==> config.mk <==
export PLATFORM = sky130hd
export DESIGN_NAME = host_bus_emulator
export DESIGN_NICKNAME = d
export VERILOG_FILES = /design/src/core/host_bus_pkg.sv /design/src/core/master_clock_divider.sv /design/src/core/aux_io_port.sv /design/src/core/host_bus_emulator.sv
export SDC_FILE = /design/constraint.sdc
export NUM_CORES = 1
export LEC_CHECK = 0
export BUFFER_PORTS_ARGS = -buffer_cell sky130_fd_sc_hd__buf_2
export CAP_MARGIN = 10
export CORE_AREA = 3 3 89 133
export DETAILED_ROUTE_END_ITERATION = 8
export DIE_AREA = 0 0 92 136
export PLACE_DENSITY = 0.81
export SYNTH_ARGS = -nofsm -noshare
export SYNTH_HDL_FRONTEND = slang
export SYNTH_SLANG_ARGS = --single-unit
==> constraint.sdc <==
create_clock -name clock -period 3.1 [get_ports clock]
set_input_delay 0.31 -clock clock [delete_from_list [all_inputs] [get_ports clock]]
set_output_delay 0.31 -clock clock [all_outputs]
set_load 0.02 [all_outputs]
==> src/core/host_bus_pkg.sv <==
// Shared constants and types for the host-bus emulation block
package host_bus_pkg;

  // ==========================================================
  // Command opcodes and response codes
  localparam logic [7:0] OP_BUS_READ = 8'h01;
  localparam logic [7:0] OP_BUS_WRITE = 8'h02;
  localparam logic [7:0] OP_AUX_SET = 8'h03;
  localparam logic [7:0] OP_AUX_GET = 8'h04;
  localparam logic [7:0] OP_WAIT_HIGH = 8'h05;
  localparam logic [7:0] OP_WAIT_LOW = 8'h06;
  localparam logic [7:0] RESP_BAD_OP = 8'hfa;

  // ==========================================================
  // Argument slots and widths
  localparam int NUM_ARGS = 3;
  localparam int ARG_ADDR_HI = 0;
  localparam int ARG_ADDR_LO = 1;
  localparam int ARG_WDATA = 2;
  localparam int ARG_AUX_VAL = 0;
  localparam int ARG_AUX_DIR = 1;
  localparam logic [1:0] NARGS_NONE = 2'h0;
  localparam logic [1:0] NARGS_AUX = 2'h2;
  localparam logic [1:0] NARGS_READ = 2'h2;
  localparam logic [1:0] NARGS_WRITE = 2'h3;
  localparam int NUM_AUX = 2;
  localparam logic [5:0] AUX_RESP_PAD = 6'h00;
  localparam logic [7:0] BYTE_ZERO = 8'h00;
  localparam logic [1:0] AUX_ZERO = 2'h0;

  // ==========================================================
  // Timing: one bus phase lasts half a master clock period
  localparam int CLK_PERIOD_PS = 4000;
  localparam int BUS_PHASE_NS = 20;
  localparam int BUS_PHASE_CYCLES = (BUS_PHASE_NS * 1000 + CLK_PERIOD_PS - 1) / CLK_PERIOD_PS;

  // ==========================================================
  // State machines
  typedef enum {B_IDLE, B_ADDR, B_ALE, B_ALE_OFF, B_TURN, B_STROBE, B_HOLD} bus_state_t;
  typedef enum {C_OP, C_ARG, C_GO, C_BUSW, C_AUXSET, C_WAIT, C_RSP} cmd_state_t;

endpackage

==> src/core/master_clock_divider.sv <==
// Divider that makes the bus master clock and the bus phase tick
`timescale 1ns/1ps
module master_clock_divider
  import host_bus_pkg::*;
#(
  parameter int HALF_CYCLES = BUS_PHASE_CYCLES
)
(
  input wire logic clock,
  input wire logic rst_b,
  input wire logic clk_en,
  output logic tick,
  output logic clk_out_q
);

  localparam int CW = $clog2(HALF_CYCLES + 1);
  localparam logic [CW-1:0] CNT_ZERO = '0;
  localparam logic [CW-1:0] CNT_ONE = CW'(1);
  localparam logic [CW-1:0] CNT_LAST = CW'(HALF_CYCLES - 1);

  logic [CW-1:0] cnt_q;
  wire logic wrap = (cnt_q == CNT_LAST);

  assign tick = clk_en && wrap;

  // ==========================================================
  // Counter and clock toggle
  always_ff @(posedge clock or negedge rst_b)
  begin
    if (!rst_b)
    begin
      cnt_q <= CNT_ZERO;
      clk_out_q <= 1'b0;
    end
    else if (clk_en)
    begin
      cnt_q <= wrap ? CNT_ZERO : cnt_q + CNT_ONE;
      if (wrap)
        clk_out_q <= !clk_out_q;
    end
  end
endmodule

==> src/core/aux_io_port.sv <==
// Two software-controlled auxiliary pins
`timescale 1ns/1ps
module aux_io_port
  import host_bus_pkg::*;
#(
  parameter int WIDTH = NUM_AUX
)
(
  input wire logic clock,
  input wire logic rst_b,
  input wire logic clk_en,
  input wire logic set_stb,
  input wire logic [WIDTH-1:0] set_value,
  input wire logic [WIDTH-1:0] set_dir,
  output logic [WIDTH-1:0] pin_out,
  output logic [WIDTH-1:0] pin_oe
);

  // ==========================================================
  // Per-pin output level and direction
  genvar i;
  generate
    for (i = 0; i < WIDTH; i++)
    begin : g_pin
      always_ff @(posedge clock or negedge rst_b)
      begin
        if (!rst_b)
        begin
          pin_out[i] <= 1'b0;
          pin_oe[i] <= 1'b0;
        end
        else if (clk_en && set_stb)
        begin
          pin_out[i] <= set_value[i];
          pin_oe[i] <= set_dir[i];
        end
      end
    end
  endgenerate
endmodule

==> src/core/host_bus_emulator.sv <==
// Command-driven 8-bit multiplexed host bus master with auxiliary pins
`timescale 1ns/1ps
module host_bus_emulator
  import host_bus_pkg::*;
#(
  parameter int PHASE_CYCLES = BUS_PHASE_CYCLES
)
(
  input wire logic clock,
  input wire logic rst_b,
  input wire logic clk_en,
  input wire logic mode_en,
  input wire logic cmd_valid,
  input wire logic [7:0] cmd_data,
  output logic cmd_ready,
  output logic rsp_valid,
  output logic [7:0] rsp_data,
  input wire logic rsp_ready,
  input wire logic [7:0] mux_addr_data_bus_in,
  output logic [7:0] mux_addr_data_bus_out,
  output logic mux_addr_data_bus_oe,
  output logic [7:0] addr_high_out,
  output logic chip_select_b,
  output logic addr_latch,
  output logic read_strobe_b,
  output logic write_strobe_b,
  input wire logic cycle_wait_in,
  output logic bus_master_clock,
  input wire logic aux_pin_zero_in,
  output logic aux_pin_zero_out,
  output logic aux_pin_zero_oe,
  input wire logic aux_irq_wait_pin_in,
  output logic aux_irq_wait_pin_out,
  output logic aux_irq_wait_pin_oe
);

  // ==========================================================
  // Opcode decoding
  function automatic logic [1:0] arg_count(input logic [7:0] op);
    unique case (op)
      OP_BUS_READ: arg_count = NARGS_READ;
      OP_BUS_WRITE: arg_count = NARGS_WRITE;
      OP_AUX_SET: arg_count = NARGS_AUX;
      default: arg_count = NARGS_NONE;
    endcase
  endfunction

  function automatic cmd_state_t exec_state(input logic [7:0] op);
    unique case (op)
      OP_BUS_READ, OP_BUS_WRITE: exec_state = C_GO;
      OP_AUX_SET: exec_state = C_AUXSET;
      OP_WAIT_HIGH, OP_WAIT_LOW: exec_state = C_WAIT;
      default: exec_state = C_RSP;
    endcase
  endfunction

  // ==========================================================
  // State
  cmd_state_t cmd_q, cmd_d;
  bus_state_t bus_q, bus_d;
  logic [7:0] op_q, op_d;
  logic [1:0] idx_q, idx_d;
  logic [7:0] args_q [NUM_ARGS];
  logic is_write_q;
  logic [7:0] rdata_q;
  logic [7:0] rsp_data_d;
  logic tick;
  logic [1:0] aux_out, aux_oe;

  // ==========================================================
  // Named decode wires
  wire logic take = cmd_valid && cmd_ready && clk_en;
  wire logic last_arg = (idx_q == arg_count(op_q) - 2'h1);
  wire logic bus_start = (cmd_q == C_GO);
  wire logic bus_done = (bus_q == B_HOLD) && tick;
  wire logic wait_level = (op_q == OP_WAIT_HIGH);
  // Aux pin one is read as an input here; driving it would defeat the wait
  wire logic wait_met = (aux_irq_wait_pin_in == wait_level);
  wire logic [7:0] op_sel = (cmd_q == C_OP) ? cmd_data : op_q;
  wire logic [7:0] aux_levels = {AUX_RESP_PAD, aux_irq_wait_pin_in, aux_pin_zero_in};
  wire logic enter_rsp = (cmd_d == C_RSP) && (cmd_q != C_RSP);
  wire logic accept_d = mode_en && ((cmd_d == C_OP) || (cmd_d == C_ARG));
  wire logic addr_phase_d = (bus_d == B_ADDR) || (bus_d == B_ALE) || (bus_d == B_ALE_OFF);
  wire logic data_phase_d = (bus_d == B_TURN) || (bus_d == B_STROBE) || (bus_d == B_HOLD);
  wire logic write_d = bus_start ? (op_q == OP_BUS_WRITE) : is_write_q;
  wire logic read_capture = (bus_q == B_STROBE) && (bus_d == B_HOLD) && !is_write_q;

  assign rsp_data_d = (cmd_q == C_BUSW) ? rdata_q :
                      (op_sel == OP_AUX_GET) ? aux_levels : RESP_BAD_OP;

  // ==========================================================
  // Command engine
  always_comb
  begin
    cmd_d = cmd_q;
    op_d = op_q;
    idx_d = idx_q;
    unique case (cmd_q)
      C_OP:
        if (take)
        begin
          op_d = cmd_data;
          idx_d = 2'h0;
          cmd_d = (arg_count(cmd_data) == NARGS_NONE) ? exec_state(cmd_data) : C_ARG;
        end
      C_ARG:
        if (take)
        begin
          idx_d = idx_q + 2'h1;
          if (last_arg)
            cmd_d = exec_state(op_q);
        end
      C_GO: cmd_d = C_BUSW;
      C_BUSW:
        if (bus_done)
          cmd_d = is_write_q ? C_OP : C_RSP;
      C_AUXSET: cmd_d = C_OP;
      C_WAIT:
        if (wait_met)
          cmd_d = C_OP;
      C_RSP:
        if (rsp_ready)
          cmd_d = C_OP;
    endcase
  end

  always_ff @(posedge clock or negedge rst_b)
  begin
    if (!rst_b)
    begin
      cmd_q <= C_OP;
      op_q <= BYTE_ZERO;
      idx_q <= 2'h0;
      cmd_ready <= 1'b0;
      rsp_valid <= 1'b0;
      rsp_data <= BYTE_ZERO;
    end
    else if (clk_en)
    begin
      cmd_q <= cmd_d;
      op_q <= op_d;
      idx_q <= idx_d;
      cmd_ready <= accept_d;
      rsp_valid <= (cmd_d == C_RSP);
      if (enter_rsp)
        rsp_data <= rsp_data_d;
    end
  end

  genvar gi;
  generate
    for (gi = 0; gi < NUM_ARGS; gi++)
    begin : g_arg
      always_ff @(posedge clock or negedge rst_b)
      begin
        if (!rst_b)
          args_q[gi] <= BYTE_ZERO;
        else if (take && cmd_q == C_ARG && idx_q == 2'(gi))
          args_q[gi] <= cmd_data;
      end
    end
  endgenerate

  // ==========================================================
  // Bus cycle sequencer, one phase per master clock half period
  always_comb
  begin
    bus_d = bus_q;
    unique case (bus_q)
      B_IDLE:
        if (bus_start)
          bus_d = B_ADDR;
      B_ADDR:
        if (tick)
          bus_d = B_ALE;
      B_ALE:
        if (tick)
          bus_d = B_ALE_OFF;
      B_ALE_OFF:
        if (tick)
          bus_d = B_TURN;
      B_TURN:
        if (tick)
          bus_d = B_STROBE;
      B_STROBE:
        if (tick && cycle_wait_in)
          bus_d = B_HOLD;
      B_HOLD:
        if (tick)
          bus_d = B_IDLE;
    endcase
  end

  always_ff @(posedge clock or negedge rst_b)
  begin
    if (!rst_b)
    begin
      bus_q <= B_IDLE;
      is_write_q <= 1'b0;
      rdata_q <= BYTE_ZERO;
      chip_select_b <= 1'b1;
      addr_latch <= 1'b0;
      read_strobe_b <= 1'b1;
      write_strobe_b <= 1'b1;
      mux_addr_data_bus_oe <= 1'b0;
      mux_addr_data_bus_out <= BYTE_ZERO;
      addr_high_out <= BYTE_ZERO;
    end
    else if (clk_en)
    begin
      bus_q <= bus_d;
      is_write_q <= write_d;
      chip_select_b <= (bus_d == B_IDLE);
      addr_latch <= (bus_d == B_ALE);
      read_strobe_b <= !((bus_d == B_STROBE) && !write_d);
      write_strobe_b <= !((bus_d == B_STROBE) && write_d);
      // Shared byte: address, then write data or released for a read
      mux_addr_data_bus_oe <= addr_phase_d || (data_phase_d && write_d);
      if (bus_start)
      begin
        mux_addr_data_bus_out <= args_q[ARG_ADDR_LO];
        addr_high_out <= args_q[ARG_ADDR_HI];
      end
      else if (bus_q == B_ALE_OFF && bus_d == B_TURN)
        mux_addr_data_bus_out <= write_d ? args_q[ARG_WDATA] : BYTE_ZERO;
      if (read_capture)
        rdata_q <= mux_addr_data_bus_in;
    end
  end

  // ==========================================================
  // Master clock and auxiliary pins
  master_clock_divider #(.HALF_CYCLES(PHASE_CYCLES)) u_div (
    .clock(clock),
    .rst_b(rst_b),
    .clk_en(clk_en),
    .tick(tick),
    .clk_out_q(bus_master_clock)
  );

  aux_io_port #(.WIDTH(NUM_AUX)) u_aux (
    .clock(clock),
    .rst_b(rst_b),
    .clk_en(clk_en),
    .set_stb(cmd_q == C_AUXSET),
    .set_value(args_q[ARG_AUX_VAL][1:0]),
    .set_dir(args_q[ARG_AUX_DIR][1:0]),
    .pin_out(aux_out),
    .pin_oe(aux_oe)
  );

  assign aux_pin_zero_out = aux_out[0];
  assign aux_pin_zero_oe = aux_oe[0];
  assign aux_irq_wait_pin_out = aux_out[1];
  assign aux_irq_wait_pin_oe = aux_oe[1];
endmodule

# Word-level counts from Yosys, hierarchy flattened
# Cells that the tools add are included.
# Widths: inputs -> output; s select.
[totals]
regBits = 146
latch_bits = 0
ram_bits = 0
rom_bits = 0
output_inout_bits = 36
wordCells = 159
n_memories = 0
[classes]
n_addsub = 3
n_mul = 0
div = 0
n_lt_le_gt_ge = 0
n_eq_ne = 46
shifts = 0
muxes = 34
bitwise_logic = 0
reduce_logical = 51
[ops]
columns = ["op", "count"]
rows = [
  ["$mux 32", 14],
  ["$pmux 32 s7", 2],
  ["$eq 32x3->1 const B", 11],
  ["$eq 32x2->1 const B", 7],
  ["$eq 32x4->1 const B", 7],
  ["$logic_not 32->1", 5],
  ["$eq 32x1->1 const B", 2],
  ["$mux 8", 6],
  ["$eq 8x3->1 const B", 5],
  ["$eq 8x2->1 const B", 4],
  ["$ne 32x4->1 const B", 1],
  ["$logic_and 1x1->1", 18],
  ["$pmux 3 s3", 2],
  ["$eq 8x1->1 const B", 2],
  ["$pmux 2 s2", 3],
  ["$reduce_or 2->1", 6],
  ["$reduce_and 2->1", 5],
  ["$mux 2", 4],
  ["$logic_or 1x1->1", 6],
  ["$mux 3", 2],
  ["$logic_not 1->1", 5],
  ["$logic_not 2->1", 2],
  ["$ne 2x2->1 const B", 2],
  ["$reduce_and 4->1", 1],
  ["11 further kinds", 12],
]

# Longest topological paths before layout
[depth]
word_depth = 12
mapped_depth = 10

# By module
# From an unflattened synthesis, not the netlist that was laid out.
[hier_totals]
hier_cells = 558
area_unflattened_um2 = 6548.8
[by_module_without_submodules]
columns = ["mod", "n_inst", "cells_per_inst", "area_per_inst_um2"]
rows = [
  ["host_bus_emulator", 1, 530, 6168.4],
  ["master_clock_divider", 1, 19, 214.0],
  ["aux_io_port", 1, 9, 166.4],
]

# Least setup slack after synthesis
# Ideal clock, no wire load.
[synth_timing]
path_kind = "register to register"
from = "register cmd_q[13]"
to = "register rsp_data[0]"
t_arrival_ns = 2.659
slack_ns = 0.316
stages_incl_launch_ff = 9
path_buffers = 0
cell_sequence = "dfrtp_1 -> or4_1 -> nor2_2 -> nand3_1 -> or3_1 -> a2111oi_0 -> a211oi_2 -> nand4_4 -> mux2_2"
[synth_via]
elab_chain_len = 6
elab_cells_between_ends = 24
cone_classes = "eq/ne (10); mux (10); reduce/logical (4)"
[synth_lines]
columns = ["item", "line_no", "rtl"]
rows = [
  ["start: declaration", "host_bus_emulator.sv:59", "cmd_state_t cmd_q, cmd_d;"],
  ["start signal: assignment", "host_bus_emulator.sv:140", "cmd_q <= cmd_d;"],
  ["branches (longest 6 deep; another with $eq 32x3->1)", "--", ""],
  ["end signal: assignment", "host_bus_emulator.sv:146", "rsp_data <= rsp_data_d;"],
  ["end: declaration", "host_bus_emulator.sv:17", "output logic [7:0] rsp_data,"],
]
# Several ways; the timed one is not identified.
# A chain may end at the register's enable or synchronous reset.

# Worst setup path after layout
[layout_timing]
from = "register bus_q[12]"
to = "register rsp_data[0]"
[layout_via]
elab_chain_len = 7
[layout_lines]
columns = ["item", "line_no", "rtl"]
rows = [
  ["start: declaration", "host_bus_emulator.sv:60", "bus_state_t bus_q, bus_d;"],
  ["start signal: assignment", "host_bus_emulator.sv:211", "bus_q <= bus_d;"],
  ["$eq 32x4->1", "host_bus_emulator.sv:75", "wire logic bus_done = (bus_q == B_HOLD) && tick;"],
  ["$logic_and 1x1->1", "host_bus_emulator.sv:75", ""],
  ["$mux 32", "host_bus_emulator.sv:115", "if (bus_done)"],
  ["$pmux 32 s7", "host_bus_emulator.sv:98", "unique case (cmd_q)"],
  ["$eq 32x4->1", "host_bus_emulator.sv:81", "wire logic enter_rsp = (cmd_d == C_RSP) && (cmd_q != C_RSP);"],
  ["$logic_and 1x1->1", "host_bus_emulator.sv:81", ""],
  ["$reduce_and 2->1 (no line)", "--", ""],
]
# No other way between the ends.

==> impl_metrics.tcl <==
set metrics [dict create \
    die_area_um2 12510 \
    cts_buffers 17 \
    path_max_fanout 6 \
    synth.distinct_cells 57 \
    async_flop_share_pct 100.0 \
    synth_top_cell_by_area "dfrtp_1" \
    tightestPinTransition_ns 0.9507 \
    clk_pin_slew_ns 0.06 \
    wl_met2_um 7000 \
    synth.area.top_cells "dfrtp_1, mux2_2, nor2b_1" \
    finalMaxSlewViolations 0 \
    power_density_nw_per_um2 852.1 \
    cap_violations 0 \
    antenna_found_initial 0 \
    drt_wl_total_um 13360 \
    antenna_cells 0 \
    worst_ep_arrival_time_ns 3.22 \
    synthCells 547 \
    synth_top_area_share_pct 56.51 \
    wl_met3_um 495 \
    place_hpwl_um 9429 \
    fin_nets 660 \
    drive_gt1_share_pct 29.08 \
    crit_path_max_incr_delay_ns 0.47 \
    areaGrowthSynthToFinish_pct 18.53 \
    post-route-period-util_pct 94.32 \
    worst-path-buf-inv 0 \
    synth_area_um2 6332 \
    leakagePower_nw 3.802 \
    root_buffer "clkbuf_16" \
    slowest_stage "or3_4" \
    insertion_delay_ns 0.41 \
    rsz0062_at_grt "no" \
    cp_cell_sequence "nor4_1 -> nand4_1 -> or3_4 -> o41ai_2 -> nand3_1 -> a2111oi_4 -> nand4_4 -> mux2_2" \
    outcome "finished, final reports clean" \
    max_freq_mhz 342.0 \
    synth_top_family_by_area "simple AND/OR/NAND/NOR gates" \
    critPathTopFamily "simple AND/OR/NAND/NOR gates" \
    synth_seq_cells 146 \
    synth_edf_count 0 \
    avgSynthCellArea_um2 11.58 \
    place.gp.congestion 0.9102 \
    cts_sinks 146 \
    grt_pass1_wl_um 22710 \
    critPathKind "reg -> reg" \
    synthesis.nets 577 \
    dieWidth_um 92 \
    synth_compound_gate_area_share_pct 8.733 \
    setup_viol 0 \
    end_kind "register" \
    startpoint_type "register" \
    synth-main-ff-cell "dfrtp_1" \
    synth_common_cells "dfrtp_1, nor2b_1, mux2_2, nand2_1, o21ai_0" \
    synthAdderAreaFrac_pct 1.146 \
    gr-usage-all-layers_pct 23.14 \
    hold_class "in -> reg" \
    drt_iter0_markers 218 \
    ios 61 \
    overflow 0 \
    die_y_um 136 \
    yosys_warnings 0 \
    drtPass1Iterations 4 \
    post-route-drc-count 0 \
    yosys.area_share.simple_pct 17.78 \
    clockBufferDepth 2 \
    wl_met1_um 5517 \
    wl_per_cell_um 16.98 \
    relSlewSlack_pct 36.62 \
    reg2reg_slack_ns 0.18 \
    grt_pass1_vias 4657 \
    yosys-mux-area-fraction_pct 11.54 \
    hold_slack_ns 0.1276 \
    antenna_left 0 \
    yosysSeqAreaShare_pct 57.76 \
    start_util_pct 59.15 \
    clock_skew_ns 0.008797 \
    grt_start_max_net_pins 79 \
    core_um2 10710 \
    nFillCells 763 \
    synthXorXnorAreaFrac_pct 0.5533 \
    vias_per_cell 5.695 \
    hold_viol_final 0 \
    via_count 4482 \
    synth.most_common_cell "dfrtp_1" \
    rows 46 \
    peakVddDrop_mv 0.4542 \
    htreeDepth 4 \
    required_ns 3.40 \
    top_layer "met4" \
    final.setup.tns_ns 0 \
    cts_tree "built" \
    port_buffers 60 \
    period_needed_ns 2.924 \
]
sequential cells by signal, indices dropped and copies added, names as in the netlist, 2 cells and up:
register and cells:
bus_q 32, cmd_q 32, args_q 24, addr_high_out 8
mux_addr_data_bus_out 8, op_q 8, rdata_q 8, rsp_data 8
u_div.cnt_q 3, idx_q 2, u_aux.pin_oe 2, u_aux.pin_out 2
final timing paths:
check	from	end	cells after the start
min in group asynchronous	rst_b	bus_q[1]	2
max in group asynchronous	rst_b	write_strobe_b	3
worst max-delay path	bus_q[12]	rsp_data[0]	8
worst max register to register	bus_q[12]	rsp_data[0]	8
worst min-delay path	mux_addr_data_bus_in[1]	rdata_q[1]	2
worst min register to register	u_div.clk_out_q	u_div.clk_out_q	1
cell usage in the layout (no fill, tap or decap), types with 3 or more instances in the layout:
| cell | count |
|---|---|
| nand2_1 | 37 |
| nor3_1 | 9 |
| o21ai_0 | 27 |
| ha_1 | 5 |
| inv_1 | 19 |
| o31ai_1 | 3 |
| a21oi_1 | 22 |
| nor2_1 | 24 |
| and2_1 | 5 |
| dfrtp_1 | 143 |
| nor2b_1 | 58 |
| dfstp_2 | 3 |
| nor3b_1 | 3 |
| buf_4 | 25 |
| clkbuf_16 | 17 |
| a32oi_1 | 3 |
| nand3_1 | 13 |
| nand4_1 | 5 |
| mux2_2 | 56 |
| and3_1 | 11 |
| buf_2 | 59 |
| mux2i_1 | 10 |
| nor2_2 | 3 |
| inv_6 | 3 |
| nor4_1 | 14 |
| or3_1 | 3 |
| a31oi_1 | 4 |
| o22ai_1 | 5 |
| clkinvlp_4 | 5 |
stage by stage:
stage               instance area (um^2)  utilization (%)  setup WS [ns]  instances  total power, mW
floorplan                           6332                -         0.3161        547            3.887
CTS                                 7465            69.73        0.06104        783            6.409
global route                        7506            70.11        0.03726        787            6.754
detailed placement                  6890            64.36        0.07011        750            4.480
finish                              7506            70.11         0.1762        787            6.396
global placement                    6890            64.36         0.1397        750            4.382
power breakdown:
group	leakage, nW	internal, mW	switching, mW
sequential	1.94	2.32	0.374
combinational	1.60	0.796	0.990
clock	0.263	1.15	0.764
total	3.80	4.27	2.13
metal layers:
layer  global-route usage [%]  vias up
met5                        0        -
met4                    10.17        0
met3                    4.928       30
met2                    39.67      110
met1                    28.21     2239
li1                         -     2103
final cells by class:
class / instances / area, um^2 / share of cell area, %
Timing Repair Buffer: 86 / 504.2 / 6.718
Sequential cell: 146 / 3657 / 48.72
Clock inverter: 11 / 103.9 / 1.384
Inverter: 19 / 71.32 / 0.9502
Clock buffer: 21 / 460.4 / 6.134
Multi-Input combinational cell: 360 / 2529 / 33.69
Tap cell: 144 / 180.2 / 2.400
timing repair:
action,CTS,global route
setup buffers,0,4
gates resized for setup,0,3
endpoints found under the hold margin,74,0
gates cloned,0,0
pin swaps,2,2
hold buffers,1,0
setup endpoints to repair,1,2
logic make-up after synthesis:
logic type / Yosys count
buffers and inverters: 41
multiplexers: 66
flip-flops: 146
XOR/XNOR: 4
adder cells (fa/ha/maj): 6
AO/OA/AOI/OAI: 85
AND/OR/NAND/NOR: 199
No activity file was read; power rests on OpenSTA's default activity.
